### config.mk
export PLATFORM = sky130hd
export DESIGN_NAME = ops_sampler
export DESIGN_NICKNAME = d
export VERILOG_FILES = /design/src/rtl/ops_pkg.sv /design/src/rtl/ops_sampler.sv /design/src/rtl/ops_buffer.sv
export VERILOG_INCLUDE_DIRS = /design/src /design/src/rtl
export SDC_FILE = /design/constraint.sdc
export NUM_CORES = 1
export LEC_CHECK = 0
export BUFFER_PORTS_ARGS = -buffer_cell sky130_fd_sc_hd__buf_2
export CAP_MARGIN = 15
export CORE_MARGIN = 1.5
export CORE_UTILIZATION = 36
export CTS_CLUSTER_DIAMETER = 30
export DETAILED_ROUTE_END_ITERATION = 12
export SYNTH_ARGS = -nofsm -noshare
export SYNTH_HDL_FRONTEND = slang
export SYNTH_SLANG_ARGS = --single-unit
### constraint.sdc
create_clock -name clk -period 14.7 [get_ports clk]
set_input_delay 0.735 -clock clk [delete_from_list [all_inputs] [get_ports clk]]
set_output_delay 0.735 -clock clk [all_outputs]
set_load 0.05 [all_outputs]
### src/rtl/ops_sampler_cfg.svh
// constants of the oversampled position sampler
`ifndef OPS_SAMPLER_CFG_SVH
`define OPS_SAMPLER_CFG_SVH
`define OPS_CLK_PERIOD_NS   32'd10
`define OPS_RESET_FACTOR    6'h01
`define OPS_RESET_COMPACT   1'b0
`define OPS_RESET_TS_ON     1'b1
`define OPS_MAX_FACTOR      6'h32
`define OPS_COMPACT_MIN     6'h20
`define OPS_MIN_INTERVAL_NS 32'd25000
`define OPS_STD_BITS        64
`define OPS_CMP_BITS        32
`endif

### src/rtl/ops_pkg.sv
// types of the oversampled position sampler
`default_nettype none
package ops_pkg;
  typedef enum logic {OPS_KIND_SAMPLE, OPS_KIND_STAMP} ops_kind_e;
  typedef struct packed {
    ops_kind_e   kind;
    logic [5:0]  index;
    logic        last;
    logic [63:0] data;
  } ops_word_s;
endpackage
`default_nettype wire

### src/rtl/ops_sampler.sv
// oversampled position sampler: n samples per sync period plus next-block timestamp
`timescale 1ns/1ps
`default_nettype none
`include "ops_sampler_cfg.svh"
module ops_sampler (
  // clock and reset
  input  wire logic               clk,
  input  wire logic               reset,
  // configuration
  input  wire logic [5:0]         cfgFactor,
  input  wire logic               cfgCompact,
  input  wire logic               cfgTimestampOn,
  input  wire logic [31:0]        syncPeriodNs,
  // time base
  input  wire logic               syncPulseZero,
  input  wire logic [63:0]        localTime,
  // encoder position
  input  wire logic [63:0]        positionIn,
  // process image stream
  output logic                    outValid,
  input  wire logic               outReady,
  output ops_pkg::ops_word_s      outWord,
  // status
  output logic [5:0]              activeFactor,
  output logic                    activeCompact,
  output logic                    configError,
  output logic                    sampleOverflow,
  output logic                    sampleStrobe
);
  typedef struct packed {
    logic [5:0]         factor;
    logic               compact;
    logic               tsOn;
    logic               active;
    logic [5:0]         count;
    logic [31:0]        acc;
    logic [31:0]        period;
    logic [63:0]        blockTs;
    ops_pkg::ops_word_s pend;
    logic               pendValid;
    logic               tsPending;
    logic [63:0]        tsData;
    logic               overflow;
    logic               cfgError;
    logic               strobe;
  } ops_state_s;

  ops_state_s         s_reg;
  ops_state_s         s_next;
  logic               bufReady;
  logic               bufValid;
  ops_pkg::ops_word_s bufWord;
  logic               pushSample;
  logic               pushStamp;
  logic [31:0]        step;
  logic [31:0]        accSum;
  logic               capture;
  logic [5:0]         capIndex;
  logic               capCompact;
  logic               capTsOn;
  logic [5:0]         capFactor;

  // offered factors only, compact-only above 25, interval not below the floor
  function automatic logic cfgLegal(input logic [5:0] n, input logic cmp,
                                    input logic [31:0] per);
    logic offered;
    offered = 1'b0;
    case (n)
      6'h01, 6'h02, 6'h04, 6'h05, 6'h08, 6'h0A, 6'h10, 6'h14, 6'h19: offered = 1'b1;
      6'h20, 6'h28, 6'h32: offered = cmp;
      default: offered = 1'b0;
    endcase
    return offered && ({32'h0, per} >= 64'(n) * 64'(`OPS_MIN_INTERVAL_NS));
  endfunction

  assign step   = 32'(s_reg.factor) * `OPS_CLK_PERIOD_NS;
  assign accSum = s_reg.acc + step;

  always_comb begin
    s_next      = s_reg;
    pushSample  = s_reg.pendValid && bufReady;
    pushStamp   = !s_reg.pendValid && s_reg.tsPending && bufReady;
    capture     = 1'b0;
    capIndex    = s_reg.count;
    capCompact  = s_reg.compact;
    capTsOn     = s_reg.tsOn;
    capFactor   = s_reg.factor;
    s_next.strobe = 1'b0;
    if (pushSample) begin
      s_next.pendValid = 1'b0;
    end
    if (pushStamp) begin
      s_next.tsPending = 1'b0;
    end
    if (syncPulseZero) begin
      // new block: adopt a legal factor and size, else keep the running ones; period and stamp enable are always taken
      if (cfgLegal(cfgFactor, cfgCompact, syncPeriodNs)) begin
        capFactor  = cfgFactor;
        capCompact = cfgCompact;
        s_next.cfgError = 1'b0;
      end else begin
        s_next.cfgError = 1'b1;
      end
      capTsOn        = cfgTimestampOn;
      s_next.factor  = capFactor;
      s_next.compact = capCompact;
      s_next.tsOn    = capTsOn;
      s_next.period  = syncPeriodNs;
      s_next.blockTs = localTime + {32'h0, syncPeriodNs};
      s_next.acc     = 32'h0;
      s_next.active  = 1'b1;
      capture        = 1'b1;
      capIndex       = 6'h00;
    end else if (s_reg.active && (s_reg.count < s_reg.factor)) begin
      // fixed-point phase gives n equal intervals per period
      if (accSum >= s_reg.period) begin
        s_next.acc = accSum - s_reg.period;
        capture    = 1'b1;
      end else begin
        s_next.acc = accSum;
      end
    end
    if (capture) begin
      if (s_reg.pendValid && !pushSample) begin
        s_next.overflow = 1'b1;
      end
      s_next.pendValid  = 1'b1;
      s_next.strobe     = 1'b1;
      s_next.count      = capIndex + 6'h01;
      s_next.pend.kind  = ops_pkg::OPS_KIND_SAMPLE;
      s_next.pend.index = capIndex;
      s_next.pend.last  = (capIndex == capFactor - 6'h01) && !capTsOn;
      s_next.pend.data  = capCompact ? {32'h0, positionIn[`OPS_CMP_BITS-1:0]}
                                     : positionIn;
      if ((capIndex == capFactor - 6'h01) && capTsOn) begin
        if (s_reg.tsPending && !pushStamp) begin
          s_next.overflow = 1'b1;
        end
        s_next.tsPending = 1'b1;
        s_next.tsData    = syncPulseZero ? localTime + {32'h0, syncPeriodNs}
                                         : s_reg.blockTs;
      end
    end
  end

  always_ff @(posedge clk) begin
    if (reset) begin
      s_reg         <= '0;
      s_reg.factor  <= `OPS_RESET_FACTOR;
      s_reg.compact <= `OPS_RESET_COMPACT;
      s_reg.tsOn    <= `OPS_RESET_TS_ON;
    end else begin
      s_reg <= s_next;
    end
  end

  ops_pkg::ops_word_s inWord;
  always_comb begin
    inWord = s_reg.pend;
    if (!s_reg.pendValid) begin
      inWord.kind  = ops_pkg::OPS_KIND_STAMP;
      inWord.index = 6'h00;
      inWord.last  = 1'b1;
      inWord.data  = s_reg.tsData;
    end
  end

  ops_buffer u_buffer (
    .clk      (clk),
    .reset    (reset),
    .inValid  (s_reg.pendValid || s_reg.tsPending),
    .inReady  (bufReady),
    .inWord   (inWord),
    .outValid (bufValid),
    .outReady (outReady),
    .outWord  (bufWord)
  );

  assign outValid       = bufValid;
  assign outWord        = bufWord;
  assign activeFactor   = s_reg.factor;
  assign activeCompact  = s_reg.compact;
  assign configError    = s_reg.cfgError;
  assign sampleOverflow = s_reg.overflow;
  assign sampleStrobe   = s_reg.strobe;

  // helpers for the checks
  logic [63:0] lastStamp;
  logic        haveStamp;
  logic [5:0]  lastIndex;
  always_ff @(posedge clk) begin
    if (reset) begin
      lastStamp <= 64'h0;
      haveStamp <= 1'b0;
      lastIndex <= 6'h00;
    end else begin
      if (pushStamp) begin
        lastStamp <= s_reg.tsData;
        haveStamp <= 1'b1;
      end
      if (pushSample) begin
        lastIndex <= s_reg.pend.index;
      end
    end
  end

  a_reset_mode: assert property (@(posedge clk)
    reset |=> (activeFactor == 6'h01) && !activeCompact)
    else $error("reset mode is not factor one standard");
  a_factor_range: assert property (@(posedge clk) disable iff (reset)
    (activeFactor >= 6'h01) && (activeFactor <= 6'h32))
    else $error("factor outside 1..50");
  a_compact_only: assert property (@(posedge clk) disable iff (reset)
    (activeFactor >= 6'h20) |-> activeCompact)
    else $error("large factor without compact size");
  a_compact_width: assert property (@(posedge clk) disable iff (reset)
    pushSample && s_reg.compact |-> s_reg.pend.data[63:32] == 32'h0)
    else $error("compact sample wider than 32 bits");
  a_first_sample: assert property (@(posedge clk) disable iff (reset)
    syncPulseZero |=> sampleStrobe && s_reg.pend.index == 6'h00)
    else $error("block did not start with sample zero at sync");
  a_stamp_value: assert property (@(posedge clk) disable iff (reset)
    syncPulseZero |=> s_reg.blockTs == $past(localTime) + {32'h0, $past(syncPeriodNs)})
    else $error("timestamp is not next sync time");
  a_stamp_step: assert property (@(posedge clk) disable iff (reset)
    pushStamp && haveStamp && $stable(s_reg.period) && !s_reg.cfgError
      && s_reg.tsData != lastStamp |-> s_reg.tsData - lastStamp >= {32'h0, s_reg.period})
    else $error("timestamp stepped by less than a period");
  a_index_order: assert property (@(posedge clk) disable iff (reset)
    pushSample && s_reg.pend.index != 6'h00 |-> s_reg.pend.index == lastIndex + 6'h01)
    else $error("sample index out of order");
  a_count_bound: assert property (@(posedge clk) disable iff (reset)
    s_reg.active |-> s_reg.count <= s_reg.factor)
    else $error("more samples than factor in a block");

  c_stamp_sent: cover property (@(posedge clk) disable iff (reset) pushStamp);
  c_compact_block: cover property (@(posedge clk) disable iff (reset)
    pushSample && s_reg.compact && s_reg.pend.index == 6'h03);
  c_stall: cover property (@(posedge clk) disable iff (reset)
    outValid && !outReady ##1 outValid && !outReady);
  c_bad_cfg: cover property (@(posedge clk) disable iff (reset) $rose(configError));
endmodule
`default_nettype wire

### src/rtl/ops_buffer.sv
// two-entry buffer for process image words
`timescale 1ns/1ps
`default_nettype none
module ops_buffer (
  // clock and reset
  input  wire logic              clk,
  input  wire logic              reset,
  // fill side
  input  wire logic              inValid,
  output logic                   inReady,
  input  wire ops_pkg::ops_word_s inWord,
  // drain side
  output logic                   outValid,
  input  wire logic              outReady,
  output ops_pkg::ops_word_s     outWord
);
  typedef struct packed {
    ops_pkg::ops_word_s [1:0] mem;
    logic                     wrPtr;
    logic                     rdPtr;
    logic [1:0]               count;
  } ops_buf_s;

  ops_buf_s s_reg;
  ops_buf_s s_next;
  logic     doPush;
  logic     doPop;

  assign inReady  = (s_reg.count != 2'h2);
  assign outValid = (s_reg.count != 2'h0);
  assign outWord  = s_reg.mem[s_reg.rdPtr];
  assign doPush   = inValid && inReady;
  assign doPop    = outValid && outReady;

  always_comb begin
    s_next = s_reg;
    if (doPush) begin
      s_next.mem[s_reg.wrPtr] = inWord;
      s_next.wrPtr = ~s_reg.wrPtr;
    end
    if (doPop) begin
      s_next.rdPtr = ~s_reg.rdPtr;
    end
    s_next.count = s_reg.count + {1'b0, doPush} - {1'b0, doPop};
  end

  always_ff @(posedge clk) begin
    if (reset) begin
      s_reg <= '0;
    end else begin
      s_reg <= s_next;
    end
  end

  a_buf_count: assert property (@(posedge clk) disable iff (reset)
    s_reg.count <= 2'h2)
    else $error("buffer count out of range");
endmodule
`default_nettype wire

==> metrics, run 1 <==
die height=261 um; Worst R2R End=s_reg[30]; CTS sink cnt=~430; Clk Latency, worst-skew pair=~0.66 ns; Final Setup Violations=0; Post-Route Skew=roughly 0.066 ns; Period minus WS final=approximately 8.5 ns; DRT iter0 DRCs=roughly 1400; cts bufs inserted=104; slowest stage cell on the critical path=nand4_1; cell row count=94; Post-route DRC=0; max reg flops=around 270; xor-xnor portion of the synthesized cell area=under 10%; EDFF count, synth=0; Max stage delay on crit path=about 0.63 ns; setup bufs post-CTS=0; Synth Area in Compound Gates=16.5%; Clock Tree Buf Depth=3; CTS HTree Levels=3; Setup crit start kind=input pin; DP HPWL=roughly 50 mm; crit path DAT=approximately 9.0 ns; final net count=around 3300; fill count=6519; effective utilization at floorplan=36.4%; commonest register cell after synthesis=dfxtp_1; Mapped Cells=roughly 2700; Final Hold Viols=0; gr usage total=between 20% and 30%; Root Driver=clkbuf_16; fmax=around 120 MHz; Mapped Avg Cell Area=a little under 9 um2; most used cell, CP=ha_1; largest family of logic cells by synthesized area=compound AO/OA/AOI/OAI gates; highest metal used=met4; Worst Reg-to-Reg Cells=24; worst min path class=in -> reg; worst-margin pin slew=0.992 ns; outcome=finished, final reports clean; final wirelength=about 71 mm; port buffer count=between 200 and 300; relative slew slack=33.9%; post-route antenna net violation count=0; placed insts=approximately 3700; YS warnings=0; die area=68200 um2; pin count of the biggest net entering global routing=205; WL per Instance=18.2 um; Routability Congestion=0.891; Congestion Overflow GR=0; CP Capture Type=flip-flop; Worst Setup EP=s_reg[30]; max_cap viols=0; synthesized area=approximately 24000 um2; Area Overhead vs Synth=23.9%; CTS Hold Bufs=0; Mapped Nets=3084; post-synth cell types=74; leak pwr=around 13 nW; Simple-Gate Fraction of Synth Area=between 15 and 20%; Clock transition at path regs=around 0.050 ns; layout cell share with drive strength beyond 1=around 19%; post-CTS sizing=0; CP Depth=31; core area=between 60000 and 70000 um2; Adder-Cell Fraction of Synth Area=8.75%; R2R Setup Slk=between 7 and 8 ns; routed wl met3=approximately 3.9 mm; CP startpoint=cfgFactor[0]; Die Wd=between 200 and 300 um; reg2reg start=activeFactor[1]; CP Max Fanout=56; #FFs+latches synth=approximately 430; io pins=about 260; initial antenna violation count=6; post-synthesis mux area share=around an eighth; register area share after synthesis=between 30% and 40%; RSZ-0062 raised after global routing=no; via count of the first global-routing pass=between 15000 and 20000; Vias per Instance=roughly 5.2; worst path bufs/invs=5; WL met2=between 20 and 30 mm; crit-path leading delay family=compound AO/OA/AOI/OAI gates; fin crit share=57.7%; setup_tns=0 ns; PwrDens=163 nW/um2; post-route non-filler standard cell count=slightly below 4000; FFs w/ async S/R, synth=0%; via count=20224; type of the worst setup path=in -> reg; Peak VDD IR=around 0.00010 V; Detailed Routing Iterations Pass 1=5; Post-Route M1 WL=~36 mm; Slew Limit Fails=0; first-pass GRT wire length=109 mm; TritonCTS clock tree=done; critical path required time=about 15 ns
stage by stage:
step | hold WS, ns | instance area [um2] | utilization, % | total power, mW | worst slack, ns
after floorplan | 0.423 | 24000 | - | 2.14 | 7.65
after global placement | 0.438 | 25900 | 39.3 | 2.41 | 5.65
after detailed placement | 0.443 | 25900 | 39.3 | 2.41 | 5.61
after CTS | 0.289 | 29700 | 45.1 | 4.88 | 6.21
after global routing | 0.311 | 29700 | 45.1 | 5.05 | 5.70
final | 0.328 | 29700 | 45.1 | 4.84 | 6.22
where the power goes:
group	switching, mW	total (mW)	internal, mW
clock	0.743	2.44	1.70
sequential	0.0673	1.35	1.28
combinational	0.672	1.05	0.377
total	1.48	4.84	3.36
how the worst min path moves through the flow:
stage | from | slack (ns) | depth (start not counted) | endpoint
floorplan | s_reg[164] | 0.42 | 2 | s_reg[164]
global placement | s_reg[95] | 0.44 | 2 | s_reg[95]
detailed placement | u_buffer.s_reg[144] | 0.44 | 2 | u_buffer.s_reg[144]
CTS | positionIn[31] | 0.29 | 3 | s_reg[100]
global route | positionIn[48] | 0.31 | 3 | s_reg[117]
finish | positionIn[31] | 0.33 | 3 | s_reg[100]
logic make-up (layout without fill, tap and decap cells):
kind of cell	Yosys count	in the layout
flip-flops	431	431
AO/OA/AOI/OAI	613	613
multiplexers	275	275
AND/OR/NAND/NOR	851	851
XOR/XNOR	143	143
adder cells (fa/ha/maj)	163	163
buffers and inverters	273	574
other	0	5
per-layer routing:
metal | vias up | GRT usage (%)
met5 | - | 0
met4 | 0 | 6.26
met3 | 106 | 3.75
met2 | 512 | 29.4
met1 | 9429 | 30.5
li1 | 10177 | -
synthesized netlist by cell type, drive strengths merged (11+ instances only):
cell type	number	area share [%]
nor4	12	0.31
nand4	19	0.50
and3	13	0.34
nand2	246	3.8
nor2b	85	2.2
nor3	35	0.73
or3	11	0.29
o21ai	95	2.0
mux2	139	7.1
dfxtp	431	36
mux2i	136	5.7
a21o	33	1.0
a211oi	156	4.9
inv	104	1.6
o21bai	16	0.50
o21a	14	0.44
xor2	39	1.4
nor2	301	4.7
buf	28	0.75
nand3	74	1.5
a31oi	22	0.57
a21oi	193	4.0
xnor2	104	3.8
clkbuf	141	2.2
ha	155	8.1
o211ai	13	0.41
area by class of cell:
class / count / area (um2) / area share, %
antenna: 5 / 12.5 / 0.0421
sequential: 431 / 8640 / 29.0
timing repair buffer: 276 / 1460 / 4.92
clock buffer: 130 / 2910 / 9.80
tap: 864 / 1080 / 3.64
inverter: 104 / 390 / 1.31
multi-input combinational: 2045 / 14300 / 48.1
clock inverter: 64 / 926 / 3.11
worst register-to-register path, cell delays in order, from the launching register on:
cell and delay (ns):
dfxtp_1 0.58, ha_1 0.22, ha_1 0.17, inv_1 0.06
fa_1 0.39, xnor2_1 0.24, ha_1 0.31, o21ai_0 0.20
nand2b_1 0.14, o21a_1 0.17, a21oi_1 0.72, nor2_1 0.16
xor2_1 0.20, ha_1 0.39, nand3_1 0.12, nor2_1 0.28
nand3_1 0.11, o211ai_1 0.53, o211ai_1 0.20, nand2_1 0.12
nand2_1 0.24, nand2_2 0.19, nand4_1 0.57, buf_4 0.64
mux2_1 0.46
placed cells by master, fill, tap and decap left out, drive strengths merged, types with 7 or more instances in the layout:
cell,n
nand2b,9
nand3,74
nor3b,9
bufinv,17
a22o,7
or2,9
nor2b,85
ha,155
mux2i,136
o21bai,16
a21oi,193
or3,11
a311oi,10
o21a,14
a21o,33
o211ai,13
xor2,39
nor3,35
o21ai,95
nor4,12
nor2,301
dfxtp,431
clkinv,31
and2,9
a211oi,156
a211o,10
clkbuf,130
clkinvlp,14
fa,8
buf,276
nand4,19
a31oi,22
mux2,139
inv,106
and3,13
nand2,246
xnor2,104
Note: power is estimated with default switching activity, not from simulation.
==> inputs of run 2 (changes only) <==
Clock period 14.7 ns to 8.6 ns, I/O delays scaled along.
==> run 2 against run 1 <==
Effect of this change:
- sequential share of layout area grew 0.13 points
- routed wire length down 0.51%
- sequential power increased by 70%
- critical path type unchanged
- critical endpoint is now s_reg[36]
- largest cell class unchanged
- highest routed layer unchanged
==> metrics, run 2 (synthesis results as in run 1) <==
cts bufs inserted=101 (was 104); Power Total=8.07 mW (was 4.84 mW); outcome=finished, final reports clean (unchanged); Peak VDD IR=0.000175 V (was 0.000102 V); layout cell share with drive strength beyond 1=19.0% (was 19.4%); Routability Congestion=0.880 (was 0.891); CTS HTree Levels=3 (unchanged); leak pwr=12.5 nW (was 12.6 nW); max_cap viols=0 (unchanged); critical path required time=9.13 ns (was 15.18 ns); most frequent cells in the layout=dfxtp_1 (429), nor2_1 (298), buf_2 (252) (was dfxtp_1 (429), nor2_1 (299), buf_2 (252)); via count of the first global-routing pass=18846 (was 18942); Setup crit start kind=input pin (unchanged); setup bufs post-CTS=0 (unchanged); PwrDens=273 nW/um2 (was 163 nW/um2); final wirelength=70.9 mm (was 71.3 mm); pin count of the biggest net entering global routing=128 (was 205); CTS sink cnt=431 (unchanged); slowest stage cell on the critical path=buf_4 (was nand4_1); port buffer count=254 (unchanged); CP Max Fanout=65 (was 56); Slew Limit Fails=0 (unchanged); io pins=255 (unchanged); most used cell, CP=ha_1 (unchanged); Detailed Routing Iterations Pass 1=5 (unchanged); type of the worst setup path=in -> reg (unchanged); Post-Route Skew=0.0535 ns (was 0.0662 ns); gr usage total=20.4% (about the same); core area=65900 um2 (unchanged); Die Wd=261 um (unchanged); DP HPWL=50.8 mm (about the same); die area=68200 um2 (unchanged); via count=20167 (was 20224); crit path DAT=7.73 ns (was 8.96 ns); fmax=around 140 MHz; Psw=2.51 mW (was 1.48 mW); worst min path class=in -> reg (unchanged); Clock Tree Buf Depth=3 (unchanged); TritonCTS clock tree=done (unchanged); max reg flops=273 (unchanged); Vias per Instance=5.15 (was 5.16); Root Driver=clkbuf_16 (unchanged); Seq pwr share=28.5% (was 27.9%); Multi-input gate area=14300 um2 (about the same); DRT iter0 DRCs=1337 (was 1355); Clock transition at path regs=0.05 ns (about the same); setup_tns=0 ns (unchanged); worst-margin pin slew=1.07 ns (was 0.992 ns); Clk Latency, worst-skew pair=0.65 ns (was 0.66 ns); fill count=6483 (was 6519); Gate power share=22.4% (was 21.7%); cell row count=94 (unchanged); Area Overhead vs Synth=23.3% (was 23.9%); switch share=31.1% (was 30.6%); Post-route DRC=0 (unchanged); internal power=5.56 mW (was 3.36 mW); RSZ-0062 raised after global routing=no (unchanged); Final Hold Viols=0 (unchanged); Congestion Overflow GR=0 (unchanged); relative slew slack=28.9% (was 33.9%); post-route antenna net violation count=0 (unchanged); most common cell after layout, fill and taps aside=dfxtp_1 (unchanged); clock share of power=49.1% (was 50.5%); effective utilization at floorplan=36.4% (unchanged); Period minus WS final=7.20 ns; fin crit share=~84%; final net count=3303 (was 3297); CP Capture Type=flip-flop (unchanged); first-pass GRT wire length=109 mm (about the same); Max stage delay on crit path=0.77 ns (was 0.63 ns); R2R Setup Slk=1.59 ns (was 7.11 ns); die height=261 um (unchanged); initial antenna violation count=3 (was 6); WL per Instance=18.1 um (was 18.2 um); Final Setup Violations=0 (unchanged); Seq. cell area=8640 um2 (unchanged)
==> run 2: cell count changes in the layout (fill, tap and decap cells not counted), sizes merged <==
cell         delta
clkbuf          +1
clkinvlp        -4
dlygate4sd3     +8
diode           -1
buf             +1
inv             -1
clkinv          -2
bufinv          -3
==> run 2: through the flow <==
step | worst slack, ns | cell area [um2] | utilization, % | hold slack (ns) | instances
2_1_floorplan | 1.86 | 24000 | - | 0.423 | 2749
3_3_place_gp | 0.828 | 25900 | 39.3 | 0.438 | 3721
3_5_place_dp | 0.757 | 25900 | 39.3 | 0.444 | 3721
4_1_cts | 1.42 | 29600 | 44.9 | 0.000100 | 3914
5_1_grt | 0.714 | 29600 | 44.9 | 0.0232 | 3917
6_report | 1.40 | 29600 | 44.9 | 0.0328 | 3918
==> run 2: layout make-up <==
cell class                 count  share of cell area (%)
inverter                     104                    1.32
antenna                        4                  0.0338
multi-input combinational   2045                    48.4
sequential                   431                    29.2
timing repair buffer         285                    5.23
tap                          864                    3.65
clock buffer                 131                    9.49
clock inverter                54                    2.73
==> run 2: power by group through the flow <==
stage / Sequential, mW / Clock (mW) / Combinational [mW]
2_1_floorplan: 2.29 / 0 / 1.38
3_3_place_gp: 2.33 / 0 / 1.79
3_5_place_dp: 2.33 / 0 / 1.79
4_1_cts: 2.30 / 4.02 / 1.81
5_1_grt: 2.32 / 4.14 / 1.97
6_report: 2.30 / 3.97 / 1.80
==> run 2: worst max-delay path, delay by kind of cell <==
family | cells | cell delay [ns]
XOR/XNOR | 3 | 0.47
AND/OR/NAND/NOR | 6 | 0.84
buffers and inverters | 5 | 1.21
AO/OA/AOI/OAI | 9 | 1.87
multiplexers | 2 | 0.66
adder cells (fa/ha/maj) | 6 | 2.14
==> run 2: worst paths after layout <==
path                   startpoint          to  cells past startpoint
setup / recovery     cfgFactor[0]   s_reg[36]                     31
hold / removal     positionIn[42]  s_reg[111]                      3
setup reg to reg  activeFactor[0]   s_reg[36]                     24
hold reg to reg         s_reg[78]   s_reg[78]                      2
==> run 2: repair_timing <==
item,in CTS,in global routing
hold endpoints to repair,8,0
hold buffers,8,0
resized for setup,0,0
==> run 2: per-layer routing <==
layer	track usage [%]	routed length (um)	vias to the layer above
met1	30.9	36400	9393
met3	2.97	3420	96
met4	6.08	1330	0
met5	0	0	-
li1	-	-	10193
met2	29.4	29700	485
==> inputs of run 3 (changes only) <==
Clock period 8.6 ns to 7.05 ns, I/O delays scaled along.
==> run 3 against run 2 <==
Effect of this change:
- sequential power is 22% higher
- global-route usage is 0.30 points higher
- clock power is 19% higher
- worst setup slack worse by 0.83 ns
- routed wire length is 1.3% higher
- total power is 21% higher
- clock skew is 0.0078 ns higher
- via count is 1.8% higher
- utilization is 1.2 points higher
- hold slack better by 0.021 ns
- sequential share of layout area is 0.76 points lower
- critical endpoint is now s_reg[37]
- highest routed layer unchanged
==> metrics, run 3 (synthesis results as in run 1) <==
critical path required time=7.57 ns (was 9.13 ns); fmax=roughly 150 MHz; CP Capture Type=flip-flop (unchanged); WL per Instance=17.9 um (was 18.1 um); fin crit share=around nine tenths; Slew Limit Fails=0 (unchanged); cell row count=94 (unchanged); max_cap viols=0 (unchanged); Vias per Instance=5.13 (was 5.15); initial antenna violation count=1 (was 3); max reg flops=273 (unchanged); Clk Latency, worst-skew pair=0.65 ns (about the same); most used cell, CP=ha_1 (unchanged); effective utilization at floorplan=36.4% (unchanged); Power Total=9.80 mW (was 8.07 mW); CTS sink cnt=431 (unchanged); Root Driver=clkbuf_16 (unchanged); relative slew slack=34.1% (was 28.9%); via count=20526 (was 20167); CTS HTree Levels=3 (unchanged); pin count of the biggest net entering global routing=216 (was 128); crit path DAT=7.00 ns (was 7.73 ns); core area=65900 um2 (unchanged); cts bufs inserted=99 (was 101); io pins=255 (unchanged); Peak VDD IR=0.000181 V (was 0.000175 V); switch share=31.0% (was 31.1%); slowest stage cell on the critical path=fa_1 (was buf_4); most frequent cells in the layout=dfxtp_1 (429), nor2_1 (299), buf_2 (252) (was dfxtp_1 (429), nor2_1 (298), buf_2 (252)); Final Setup Violations=0 (unchanged); Post-Route Skew=0.0612 ns (was 0.0535 ns); clock share of power=48.4% (was 49.1%); first-pass GRT wire length=110 mm (was 109 mm); most common cell after layout, fill and taps aside=dfxtp_1 (unchanged); worst-margin pin slew=0.988 ns (was 1.07 ns); setup bufs post-CTS=0 (unchanged); Die Wd=261 um (unchanged); CP Max Fanout=65 (unchanged); leak pwr=12.9 nW (was 12.5 nW); RSZ-0062 raised after global routing=no (unchanged); TritonCTS clock tree=done (unchanged); Max stage delay on crit path=0.53 ns (was 0.77 ns); Setup crit start kind=input pin (unchanged); worst min path class=in -> reg (unchanged); PwrDens=322 nW/um2 (was 273 nW/um2); Period minus WS final=approximately 6.5 ns; die area=68200 um2 (unchanged); final wirelength=71.8 mm (was 70.9 mm); Area Overhead vs Synth=26.6% (was 23.3%); gr usage total=20.7% (was 20.4%); DRT iter0 DRCs=1371 (was 1337); Routability Congestion=0.932 (was 0.880); setup_tns=0 ns (unchanged); post-route antenna net violation count=0 (unchanged); Gate power share=23.0% (was 22.4%); type of the worst setup path=in -> reg (unchanged); Post-route DRC=0 (unchanged); final net count=3391 (was 3303); Detailed Routing Iterations Pass 1=5 (unchanged); Final Hold Viols=0 (unchanged); Seq pwr share=28.6% (was 28.5%); via count of the first global-routing pass=19312 (was 18846); placed insts=3747 (was 3721); Clock Tree Buf Depth=3 (unchanged); Clock transition at path regs=0.05 ns (about the same); Congestion Overflow GR=0 (unchanged); internal power=6.77 mW (was 5.56 mW); die height=261 um (unchanged); post-route non-filler standard cell count=4005 (was 3918); port buffer count=254 (unchanged); DP HPWL=51.0 mm (was 50.8 mm); fill count=6380 (was 6483); outcome=finished, final reports clean (unchanged); layout cell share with drive strength beyond 1=19.0% (about the same); Psw=3.03 mW (was 2.51 mW)
run 3: final timing paths:
kind / start / to / slack, ns / depth (start not counted)
setup / recovery: cfgFactor[1] / s_reg[37] / 0.57 / 32
hold / removal: syncPeriodNs[29] / s_reg[234] / 0.05 / 3
setup reg to reg: activeFactor[2] / s_reg[37] / 0.73 / 26
hold reg to reg: s_reg[110] / s_reg[110] / 0.45 / 2
run 3: power by group through the flow:
stage,Sequential (mW),Clock (mW),Combinational [mW]
after global placement,2.84,0,2.21
after global routing,2.83,4.95,2.46
after CTS,2.80,4.82,2.26
final,2.80,4.74,2.26
after detailed placement,2.84,0,2.21
after floorplan,2.79,0,1.68
run 3: area by class of cell:
| cell class | instances | area (um2) | area share, % |
|---|---|---|---|
| Antenna cell | 3 | 7.51 | 0.0247 |
| Clock buffer | 141 | 2870 | 9.43 |
| Clock inverter | 42 | 677 | 2.23 |
| Inverter | 104 | 390 | 1.28 |
| Multi-Input combinational cell | 2045 | 14300 | 47.1 |
| Sequential cell | 431 | 8640 | 28.4 |
| Tap cell | 864 | 1080 | 3.56 |
| Timing Repair Buffer | 375 | 2420 | 7.97 |
run 3: timing repair:
| item | 4_1_cts | 5_1_grt |
|---|---|---|
| hold buffers | 72 | 0 |
| resized for setup | 0 | 0 |
| hold endpoints to repair | 72 | 0 |
run 3: layer usage:
layer,up-vias,global-route usage [%],share of wire (%)
met1,9512,30.8,50
met5,-,0.0694,0
met4,0,6.59,2.1
met3,88,3.67,6.0
met2,566,29.8,42
li1,10360,-,-
run 3: worst max-delay path: cells and delay by family:
family / cells / cell delay [ns]
buf+inv: 5 / 0.53
xor+xnor: 2 / 0.27
compound gates: 12 / 2.41
mux: 2 / 0.59
simple gates: 5 / 0.65
fa+ha+maj: 6 / 2.12
run 3: stage by stage:
stage,hold WS [ns],cell area [um2],worst slack [ns],util (%)
2_1_floorplan,0.423,24000,0.384,-
3_3_place_gp,0.438,26100,0.00495,39.7
3_5_place_dp,0.443,26100,-0.0495,39.7
4_1_cts,0.0153,30400,0.598,46.1
5_1_grt,0.0549,30400,0.136,46.1
6_report,0.0538,30400,0.569,46.1
